File: config.mk
export PLATFORM = sky130hd
export DESIGN_NAME = soc_object_ctrl
export DESIGN_NICKNAME = d
export VERILOG_FILES = /design/src/hw/soc_pkg.sv /design/src/hw/soc_sync2.sv /design/src/hw/soc_object_ctrl.sv
export SDC_FILE = /design/constraint.sdc
export NUM_CORES = 1
export LEC_CHECK = 0
export BUFFER_PORTS_ARGS = -buffer_cell sky130_fd_sc_hd__buf_2
export CAP_MARGIN = 20
export CORE_AREA = 3 3 126 128
export CTS_BUF_LIST = sky130_fd_sc_hd__clkbuf_4 sky130_fd_sc_hd__clkbuf_8
export DETAILED_ROUTE_END_ITERATION = 12
export DIE_AREA = 0 0 129 131
export GPL_ROUTABILITY_DRIVEN = 0
export PLACE_DENSITY_LB_ADDON = 0.3
export SYNTH_ARGS = -nofsm -noshare
export SYNTH_HDL_FRONTEND = slang
export SYNTH_SLANG_ARGS = --single-unit
File: constraint.sdc
create_clock -name sys_clk_i -period 2.8 [get_ports sys_clk_i]
set_input_delay 0.56 -clock sys_clk_i [delete_from_list [all_inputs] [get_ports sys_clk_i]]
set_output_delay 0.56 -clock sys_clk_i [all_outputs]
set_load 0.05 [all_outputs]
File: src/hw/soc_pkg.sv
// Purpose: Shared constants for the switchgear object control block
// Assumes: 50 MHz system clock
// Notes:   Times are kept in ms and converted to cycles here
package soc_pkg;
	localparam int unsigned CLK_HZ          = 50000000;
	localparam int unsigned CNT_W           = 32;
	localparam int unsigned PULSE_MAX_MS    = 200;
	localparam int unsigned TERM_TOUT_MS    = 10000;
	localparam int unsigned PULSE_MAX_CYC   = PULSE_MAX_MS * (CLK_HZ / 1000);
	localparam int unsigned TERM_TOUT_CYC   = TERM_TOUT_MS * (CLK_HZ / 1000);
	localparam int unsigned TMR_W           = 32;

	typedef enum logic [1:0]
	{
		SOC_TYPE_WD_BREAKER  = 2'h0,
		SOC_TYPE_BREAKER     = 2'h1,
		SOC_TYPE_DISC_MAIN   = 2'h2,
		SOC_TYPE_DISC_EARTH  = 2'h3
	} soc_type_t;

	typedef enum logic [1:0]
	{
		SOC_POS_INTERMEDIATE = 2'h0,
		SOC_POS_OPEN         = 2'h1,
		SOC_POS_CLOSED       = 2'h2,
		SOC_POS_BAD          = 2'h3
	} soc_pos_t;

	localparam logic [2:0] SOC_CART_INTERMEDIATE = 3'h0;
	localparam logic [2:0] SOC_CART_OUT          = 3'h1;
	localparam logic [2:0] SOC_CART_IN           = 3'h2;
	localparam logic [2:0] SOC_CART_BAD          = 3'h3;
	localparam logic [2:0] SOC_CART_NOT_USED     = 3'h4;

	localparam logic [1:0] SOC_RDY_HIGH          = 2'h0;
	localparam logic [1:0] SOC_RDY_LOW           = 2'h1;
	localparam logic [1:0] SOC_RDY_NOT_USED      = 2'h2;
	localparam logic       SOC_SYNC_NOT_USED     = 1'b0;
	localparam logic       SOC_SYNC_IN_USE       = 1'b1;

	typedef enum logic [1:0]
	{
		SOC_ST_IDLE  = 2'h0,
		SOC_ST_OPEN  = 2'h1,
		SOC_ST_CLOSE = 2'h2
	} soc_state_t;
endpackage

File: src/hw/soc_sync2.sv
// Purpose: Two-flop synchroniser for a bank of pin inputs
// Assumes: Inputs are asynchronous to sys_clk_i
// Notes:   First stage is read only by the second stage
`timescale 1ns/1ns
module soc_sync2 #(
	parameter int unsigned WIDTH = 1
)
(
	input  wire logic             sys_clk_i,
	input  wire logic             rst_n_i,
	input  wire logic [WIDTH-1:0] async_i,
	output logic      [WIDTH-1:0] sync_o
);
	logic [WIDTH-1:0] stage1;

	always_ff @(posedge sys_clk_i)
	begin
		if (!rst_n_i)
		begin
			stage1 <= '0;
			sync_o <= '0;
		end
		else
		begin
			stage1 <= async_i;
			sync_o <= stage1;
		end
	end
endmodule

File: src/hw/soc_object_ctrl.sv
// Purpose: Control and monitoring of one switchgear object
// Assumes: Single 50 MHz clock, synchronous active-low reset, pins are asynchronous
// Notes:   Interlocks arrive as blocking inputs; one request at a time
`timescale 1ns/1ns
module soc_object_ctrl
	import soc_pkg::*;
#(
	parameter int unsigned PULSE_CYC = PULSE_MAX_CYC,
	parameter int unsigned TOUT_CYC  = TERM_TOUT_CYC
)
(
	input  wire logic             sys_clk_i,
	input  wire logic             rst_n_i,
	input  wire logic [1:0]       object_type_i,
	input  wire logic             sync_use_i,
	input  wire logic [1:0]       ready_use_i,
	input  wire logic             open_pos_i,
	input  wire logic             closed_pos_i,
	input  wire logic             cart_inserted_input_i,
	input  wire logic             cart_removed_input_i,
	input  wire logic             ready_i,
	input  wire logic             sync_ok_i,
	input  wire logic             open_req_i,
	input  wire logic             close_req_i,
	input  wire logic             open_block_i,
	input  wire logic             close_block_i,
	input  wire logic             clear_stats_i,
	output logic                  open_cmd_o,
	output logic                  close_cmd_o,
	output logic [1:0]            breaker_status_o,
	output logic [2:0]            cart_status_o,
	output logic                  busy_o,
	output logic                  clear_stats_o,
	output logic                  ctrl_error_o,
	output logic                  req_refused_o,
	output logic [CNT_W-1:0]      open_ok_cnt_o,
	output logic [CNT_W-1:0]      close_ok_cnt_o,
	output logic [CNT_W-1:0]      open_fail_cnt_o,
	output logic [CNT_W-1:0]      close_fail_cnt_o
);
	localparam logic [TMR_W-1:0] PULSE_LIM = TMR_W'(PULSE_CYC);
	localparam logic [TMR_W-1:0] TOUT_LIM  = TMR_W'(TOUT_CYC);

	logic [5:0]       pins_s;
	logic             open_s;
	logic             closed_s;
	logic             cart_in_s;
	logic             cart_out_s;
	logic             ready_s;
	logic             sync_s;
	soc_type_t        obj_type;
	soc_state_t       state;
	logic [TMR_W-1:0] tmr;
	logic             is_breaker;
	logic             ready_ok;
	logic             sync_ok;
	logic             can_ctrl;
	logic             close_gate_ok;
	logic             take_open;
	logic             take_close;
	logic             refuse_open;
	logic             refuse_close;
	logic             pos_changed;
	logic             timed_out;
	logic             inc_open_ok;
	logic             inc_close_ok;
	logic             inc_open_fail;
	logic             inc_close_fail;

	////////////////////////////////////////////////////////////////////////////////
	// Pin synchronisation and status decode

	soc_sync2 #(
		.WIDTH (6)
	) u_sync (
		.sys_clk_i (sys_clk_i),
		.rst_n_i   (rst_n_i),
		.async_i   ({open_pos_i, closed_pos_i, cart_inserted_input_i,
		             cart_removed_input_i, ready_i, sync_ok_i}),
		.sync_o    (pins_s)
	);

	assign open_s     = pins_s[5];
	assign closed_s   = pins_s[4];
	assign cart_in_s  = pins_s[3];
	assign cart_out_s = pins_s[2];
	assign ready_s    = pins_s[1];
	assign sync_s     = pins_s[0];
	assign obj_type   = soc_type_t'(object_type_i);

	always_ff @(posedge sys_clk_i)
	begin
		if (!rst_n_i)
			breaker_status_o <= SOC_POS_INTERMEDIATE;
		else
			breaker_status_o <= {closed_s, open_s};
	end

	always_ff @(posedge sys_clk_i)
	begin
		if (!rst_n_i)
			cart_status_o <= SOC_CART_NOT_USED;
		else if (obj_type != SOC_TYPE_WD_BREAKER)
			cart_status_o <= SOC_CART_NOT_USED;
		else
			cart_status_o <= {1'b0, cart_in_s, cart_out_s};
	end

	////////////////////////////////////////////////////////////////////////////////
	// Request gating

	assign is_breaker = (obj_type == SOC_TYPE_WD_BREAKER) || (obj_type == SOC_TYPE_BREAKER);
	assign can_ctrl   = (obj_type != SOC_TYPE_DISC_EARTH);

	always_comb
	begin
		case (ready_use_i)
			SOC_RDY_HIGH: ready_ok = ready_s;
			SOC_RDY_LOW:  ready_ok = !ready_s;
			default:      ready_ok = 1'b1;
		endcase
	end

	assign sync_ok       = (sync_use_i == SOC_SYNC_NOT_USED) || sync_s;
	// Gating is ignored for disconnectors
	assign close_gate_ok = !is_breaker || (ready_ok && sync_ok);

	// Open wins if both requests come together; the close is dropped silently
	assign take_open    = (state == SOC_ST_IDLE) && can_ctrl && open_req_i && !open_block_i;
	assign take_close   = (state == SOC_ST_IDLE) && can_ctrl && close_req_i && !open_req_i
	                      && !close_block_i && close_gate_ok;
	assign refuse_open  = 1'b0;
	assign refuse_close = (state == SOC_ST_IDLE) && can_ctrl && close_req_i && !open_req_i
	                      && !close_block_i && !close_gate_ok;

	////////////////////////////////////////////////////////////////////////////////
	// Command sequencer

	assign pos_changed = (state == SOC_ST_OPEN)  ? (open_s && !closed_s) :
	                     (state == SOC_ST_CLOSE) ? (closed_s && !open_s) : 1'b0;
	assign timed_out   = (state != SOC_ST_IDLE) && !pos_changed && (tmr >= TOUT_LIM - 1'b1);

	always_ff @(posedge sys_clk_i)
	begin
		if (!rst_n_i)
		begin
			state     <= SOC_ST_IDLE;
			tmr       <= '0;
		end
		else
		begin
			case (state)
				SOC_ST_IDLE:
				begin
					tmr <= '0;
					if (take_open)
						state <= SOC_ST_OPEN;
					else if (take_close)
						state <= SOC_ST_CLOSE;
				end
				SOC_ST_OPEN, SOC_ST_CLOSE:
				begin
					tmr <= tmr + 1'b1;
					if (pos_changed || timed_out)
						state <= SOC_ST_IDLE;
				end
				default:
					state <= SOC_ST_IDLE;
			endcase
		end
	end

	always_ff @(posedge sys_clk_i)
	begin
		if (!rst_n_i)
		begin
			open_cmd_o  <= 1'b0;
			close_cmd_o <= 1'b0;
		end
		else
		begin
			// Pulse drops at max length but control stays armed until timeout
			open_cmd_o  <= can_ctrl && (take_open || ((state == SOC_ST_OPEN) && !pos_changed
			               && !timed_out && (tmr < PULSE_LIM - 1'b1)));
			close_cmd_o <= can_ctrl && (take_close || ((state == SOC_ST_CLOSE) && !pos_changed
			               && !timed_out && (tmr < PULSE_LIM - 1'b1)));
		end
	end

	always_ff @(posedge sys_clk_i)
	begin
		if (!rst_n_i)
		begin
			ctrl_error_o  <= 1'b0;
			req_refused_o <= 1'b0;
		end
		else
		begin
			ctrl_error_o  <= timed_out;
			req_refused_o <= refuse_open || refuse_close;
		end
	end

	assign busy_o = (state != SOC_ST_IDLE);

	////////////////////////////////////////////////////////////////////////////////
	// Statistics

	assign inc_open_ok    = (state == SOC_ST_OPEN)  && pos_changed;
	assign inc_close_ok   = (state == SOC_ST_CLOSE) && pos_changed;
	assign inc_open_fail  = ((state == SOC_ST_OPEN) && timed_out) || refuse_open;
	assign inc_close_fail = ((state == SOC_ST_CLOSE) && timed_out) || refuse_close;

	always_ff @(posedge sys_clk_i)
	begin
		if (!rst_n_i)
			clear_stats_o <= 1'b0;
		else if (clear_stats_o)
			clear_stats_o <= 1'b0;
		else
			clear_stats_o <= clear_stats_i;
	end

	// Clear takes priority over a same-cycle increment: the whole set restarts
	always_ff @(posedge sys_clk_i)
	begin
		if (!rst_n_i || clear_stats_o)
		begin
			open_ok_cnt_o    <= '0;
			close_ok_cnt_o   <= '0;
			open_fail_cnt_o  <= '0;
			close_fail_cnt_o <= '0;
		end
		else
		begin
			if (inc_open_ok)
				open_ok_cnt_o <= open_ok_cnt_o + 1'b1;
			if (inc_close_ok)
				close_ok_cnt_o <= close_ok_cnt_o + 1'b1;
			if (inc_open_fail)
				open_fail_cnt_o <= open_fail_cnt_o + 1'b1;
			if (inc_close_fail)
				close_fail_cnt_o <= close_fail_cnt_o + 1'b1;
		end
	end
endmodule

== Word-level counts from Yosys, hierarchy flattened ==
Index checks and enable logic that the tools add are counted.
Storage, ports and cells
  register bits after elaboration: 184
  output and inout port bits: 139
  logic and storage cells: 95
  input bits: 18
Operators by class
  add/sub/neg operators: 5
  order comparisons: 2
  equal/unequal tests: 7
  muxes and demuxes: 9
  bitwise gates (word level): 2
  reduce and logical (&&, ||, !) cells: 54
Operators by type and width (count)
  adder 32 x 1 -> 32 bit, second input constant: 5
  one-hot mux 32 bit (2 select lines): 1
  greater-or-equal comparator 32 x 29 -> 1 bit, second input constant: 1
  < comparator 32 x 24 -> 1 bit, second input constant: 1
  logical AND 1 bit: 25
  logical NOT 1 bit: 11
  logical OR 1 bit: 8
  equality test 2 x 1 -> 1 bit, second input constant: 3
  logical NOT 2 bit: 3
  two-way mux 2 bit: 3
  nonzero test 2 bit: 3
  OR reduction 2 bit: 3
  inequality test 2 bit, second input constant: 2
  one-hot mux 2 bit (2 select lines): 1
  two-way mux 3 bit: 1
  inequality test 3 bit, second input constant: 1
  equality test 2 bit, second input constant: 1
  two-way mux 1 bit: 2
  NOT 1 bit: 2
  one-hot mux 1 bit (2 select lines): 1
  AND reduction 2 bit: 1

== Longest topological paths before layout ==
  depth after elaboration: 12
  mapped depth: 12
  mapped depth without buffers: 9

== By module ==
Synthesis repeated with hierarchy kept, for this count alone.
Unflattened totals
  cells, all modules: 986
  area total of the unflattened synthesis: 8365.5 um^2
By module, submodules not included
  soc_object_ctrl: area an instance 8029.0 um^2, cells each 961, instances 1
  soc_sync2: area an instance 336.6 um^2, cells each 25, instances 1

== Least setup slack after synthesis ==
OpenSTA, ideal clock, no wires.
  kind: flip-flop to flip-flop
  from: register tmr[1]
  to: register close_fail_cnt_o[16]
  stages on the path, launching flop included: 10
  path slack: 0.310 ns
  required time: 2.730 ns
  arrival: 2.419 ns
  cells stage by stage: dfxtp_1 ha_1 and3_1 a2111oi_1 or4_1 buf_4 a21oi_4 o211ai_4 or4_1 a21oi_1
On the way
  cells in the longest elaborated chain, start to end: 4
Ends and longest elaborated chain
  from (decl): line soc_object_ctrl.sv:53  | logic [TMR_W-1:0] tmr;
  from (signal assigned): line soc_object_ctrl.sv:163  | tmr <= tmr + 1'b1;
  greater-or-equal comparator 32 x 29 -> 1 bit: line soc_object_ctrl.sv:141  | assign timed_out = (state != SOC_ST_IDLE) && !pos_changed && (tmr >= TOUT_LIM - 1'b1);
  logical AND 1 bit: line soc_object_ctrl.sv:141
  logical AND 1 bit: line soc_object_ctrl.sv:212  | assign inc_close_fail = ((state == SOC_ST_CLOSE) && timed_out) || refuse_close;
  logical OR 1 bit: line soc_object_ctrl.sv:212
  to (signal assigned): line soc_object_ctrl.sv:243  | close_fail_cnt_o <= close_fail_cnt_o + 1'b1;
  to (decl): line soc_object_ctrl.sv:39  | output logic [CNT_W-1:0] close_fail_cnt_o
No other way between the ends.
A chain may end at the register's enable or synchronous reset.

== Worst setup path in the final report ==
  from: register tmr[22]
  to: register close_fail_cnt_o[12]
Same word-level chain as after synthesis.

==> summary.md <==
| Metric | Value |
|---|---|
| Run status | finished clean |
| Top Ports | approximately 160 |
| Worst vdd ir | 0.0004521 V |
| Cts hold-fix bufs | 0 |
| Clock Tree Buf Depth | 2 |
| DRC viols | 0 |
| Port buffer count | ~160 |
| Clock sinks | between 150 and 200 |
| Die area | between 15000 and 20000 um2 |
| Via count | 7069 |
| Fin crit share | between 90% and 100% |
| Final hold vios | 0 |
| CP Data Arrival Time | approximately 3100 ps |
| Flops & latches, synth | ~180 |
| Vias in the first global route | 6303 |
| CTS tree | done |
| CP required | between 3000 and 4000 ps |
| Max-slew violation count | 0 |
| Routed WL | roughly 19000 um |
| Initial core utilization | between 50% and 60% |
| Ys flop type | dfxtp_1 |
| Nature of the critical path startpoint | register |
| Core area | approximately 15000 um2 |
| ANT cells | 0 |
| Cell Area, Synth | just over 8000 um2 |
| Die X-Extent | roughly 130 um |
| Worst Path Class, Setup | register to register |
| Worst-path clk slew | ~90 ps |
| Slew headroom | between 50% and 60% |
| Total CTS buffers | 17 |
| H-Tree Depth | 4 |
| Cells after Synth | roughly 900 |
| Class of the worst hold path | primary input to register |
| Die H | 131 um |
| Final worst path period need | 2690 ps |
| Post-synth EDFFs | 0 |
| Clk Latency, worst-skew pair | between 400 and 500 ps |
| Final HPWL DP | 13320 um |
| Placed Cells | between 1000 and 1500 |
| Largest fanout on the critical path | 9 |
| FILL cells | about 1200 |
| DR iter-0 viols | 472 |
| Number of warning messages in the yosys log | 0 |
| Clock skew | 13.65 ps |
| Pre-CTS WS | about 76 ps |
| Leak | slightly below 4 nW |
| Register area share after synthesis | 45.45% |
| Most common cell after layout, fill and taps aside | dfxtp_1 |
| Syn_nets | around 950 |
| Drt wl/cell | 14.28 um |
| Via density | between 5 and 6 |
| Layout cells sized above 1 | a little over a fifth |
| Worst setup margin | approximately 110 ps |
| Root buf cell | clkbuf_8 |
| MaxCap Viol Count | 0 |
| First-pass GRT wire length | around 30000 um |
| Non-Filler Instances | 1296 |
| Largest area contributor in the netlist | dfxtp_1 |
| Setup-failing EPs final | 0 |
| Post-route ant nets | 0 |
| Drt first pass iters | 5 |
| Mapped Avg Cell Area | a little under 9 um2 |
| Top post-synthesis cells by area | dfxtp_1 (45%), xor2_1 (9.6%), nor2_1 (7.0%) |
| Area delta synth->final | 19.67% |
| CP Capture Type | register |
| Gr usage total | 21.52% |
| Row count | 45 |
| Async S/R FF share, synth | 0% |
| Largest net degree at the start of global routing | 39 |
| Overflow after GRT | 0 |
| Max Clk Rate | around 370 MHz |
| Fin util | 64.75% |
| Final hold slack | 300.2 ps |
| Initial antenna violation count | 0 |
| Synth unique cells | between 50 and 60 |
| Power per cell area | between 400 and 500 nW/um2 |
| Worst-Margin Slew | 598.5 ps |
| Most frequent cells in the layout | dfxtp_1 (181), buf_2 (156), nor2_1 (152) |
| Share of the synthesized area in the top cell type | between 40% and 50% |
| Final nets | between 1000 and 1500 |
## cell usage after synthesis, types with 2 or more instances
cell	n
a211o_1	3
a21oi_1	38
and2_1	23
and3_1	31
and4_1	17
and4b_1	2
buf_2	2
clkbuf_1	27
dfxtp_1	184
ha_1	9
inv_1	15
mux2i_1	2
nand2_1	56
nand2b_1	4
nand3_1	49
nand4_1	40
nand4b_1	2
nor2_1	152
nor2b_1	7
nor3_1	8
nor4_1	6
o2111ai_1	12
o211ai_1	4
o21ai_0	28
o21ai_1	5
o22ai_1	3
o31ai_1	5
or2_0	2
or2_2	3
or3_1	31
or4_1	6
xnor2_1	36
xor2_1	89
## registers in the layout (all words and copies together) (netlist names)
register and count:
close_ok_cnt_o 32, u_sync.stage1 6, state 2, clear_stats_o 1, close_fail_cnt_o 32, open_fail_cnt_o 32, open_cmd_o 1, open_ok_cnt_o 32
tmr 32, breaker_status_o 2, close_cmd_o 1, u_sync.sync_o 6, req_refused_o 1, cart_status_o 3, ctrl_error_o 1
## per-stage QoR
| stage | TNS [ps] | power (mW) | instance area (um2) |
|---|---|---|---|
| global route | -10.91 | 5.002 | 9698 |
| global placement | 0 | 2.870 | 9213 |
| finish | 0 | 4.829 | 9698 |
| detailed placement | 0 | 2.872 | 9213 |
| CTS | 0 | 4.878 | 9667 |
| floorplan | 0 | 2.812 | 8104 |
## layout make-up
type / instances / area (um2) / share of cell area, %
multi-input cells: 694 / 4250 / 43.83
flip-flops and latches: 184 / 3687 / 38.02
repair buffers: 185 / 1015 / 10.46
clock buffers: 22 / 284.0 / 2.929
well taps: 188 / 235.2 / 2.425
clock inverters: 8 / 170.2 / 1.755
inverters: 15 / 56.30 / 0.5806
## worst max-delay path, cell delays in order, from the launching register on
cell and delay, ps:
dfxtp_1 420, nand3_1 120, or3_1 380, or4_4 570, a21oi_4 290, buf_6 180
o2111ai_2 160, or3_1 370, a21oi_1 140
## timing repair
item | in CTS | in global routing
gates resized for setup | 0 | 6
endpoints found under the setup margin | 0 | 6
setup buffers | 0 | 2
## per-layer routing
layer	track usage (%)	part of all wire, %
met1	28.49	46
met3	5.894	5.5
met2	34.63	47
met4	6.300	1.1
met5	0	0
## cell families after synthesis
group,count (synthesis),share of synthesized area (%)
simple gates,444,27.81
flops,184,45.45
xor+xnor,125,13.51
compound gates,114,9.248
buf+inv,47,2.347
fa+ha+maj,9,1.390
mux,2,0.2470
## report_power, final
part	internal (mW)	switching (mW)
clock network	1.13	0.892
registers	2.63	0.00851
logic	0.0485	0.121
## final timing paths
path	cells after the start	slack [ps]	to	start
worst min-delay path	2	300	clear_stats_o$_SDFF_PP0_	clear_stats_i
worst min register to register	1	440	u_sync.sync_o[2]$_SDFF_PN0_	u_sync.stage1[2]$_SDFF_PN0_
worst max register to register	8	110	close_fail_cnt_o[12]$_SDFFE_PP0P_	tmr[22]$_SDFFE_PN0P_
worst max-delay path	8	110	close_fail_cnt_o[12]$_SDFFE_PP0P_	tmr[22]$_SDFFE_PN0P_
(Power assumes the default switching activity.)
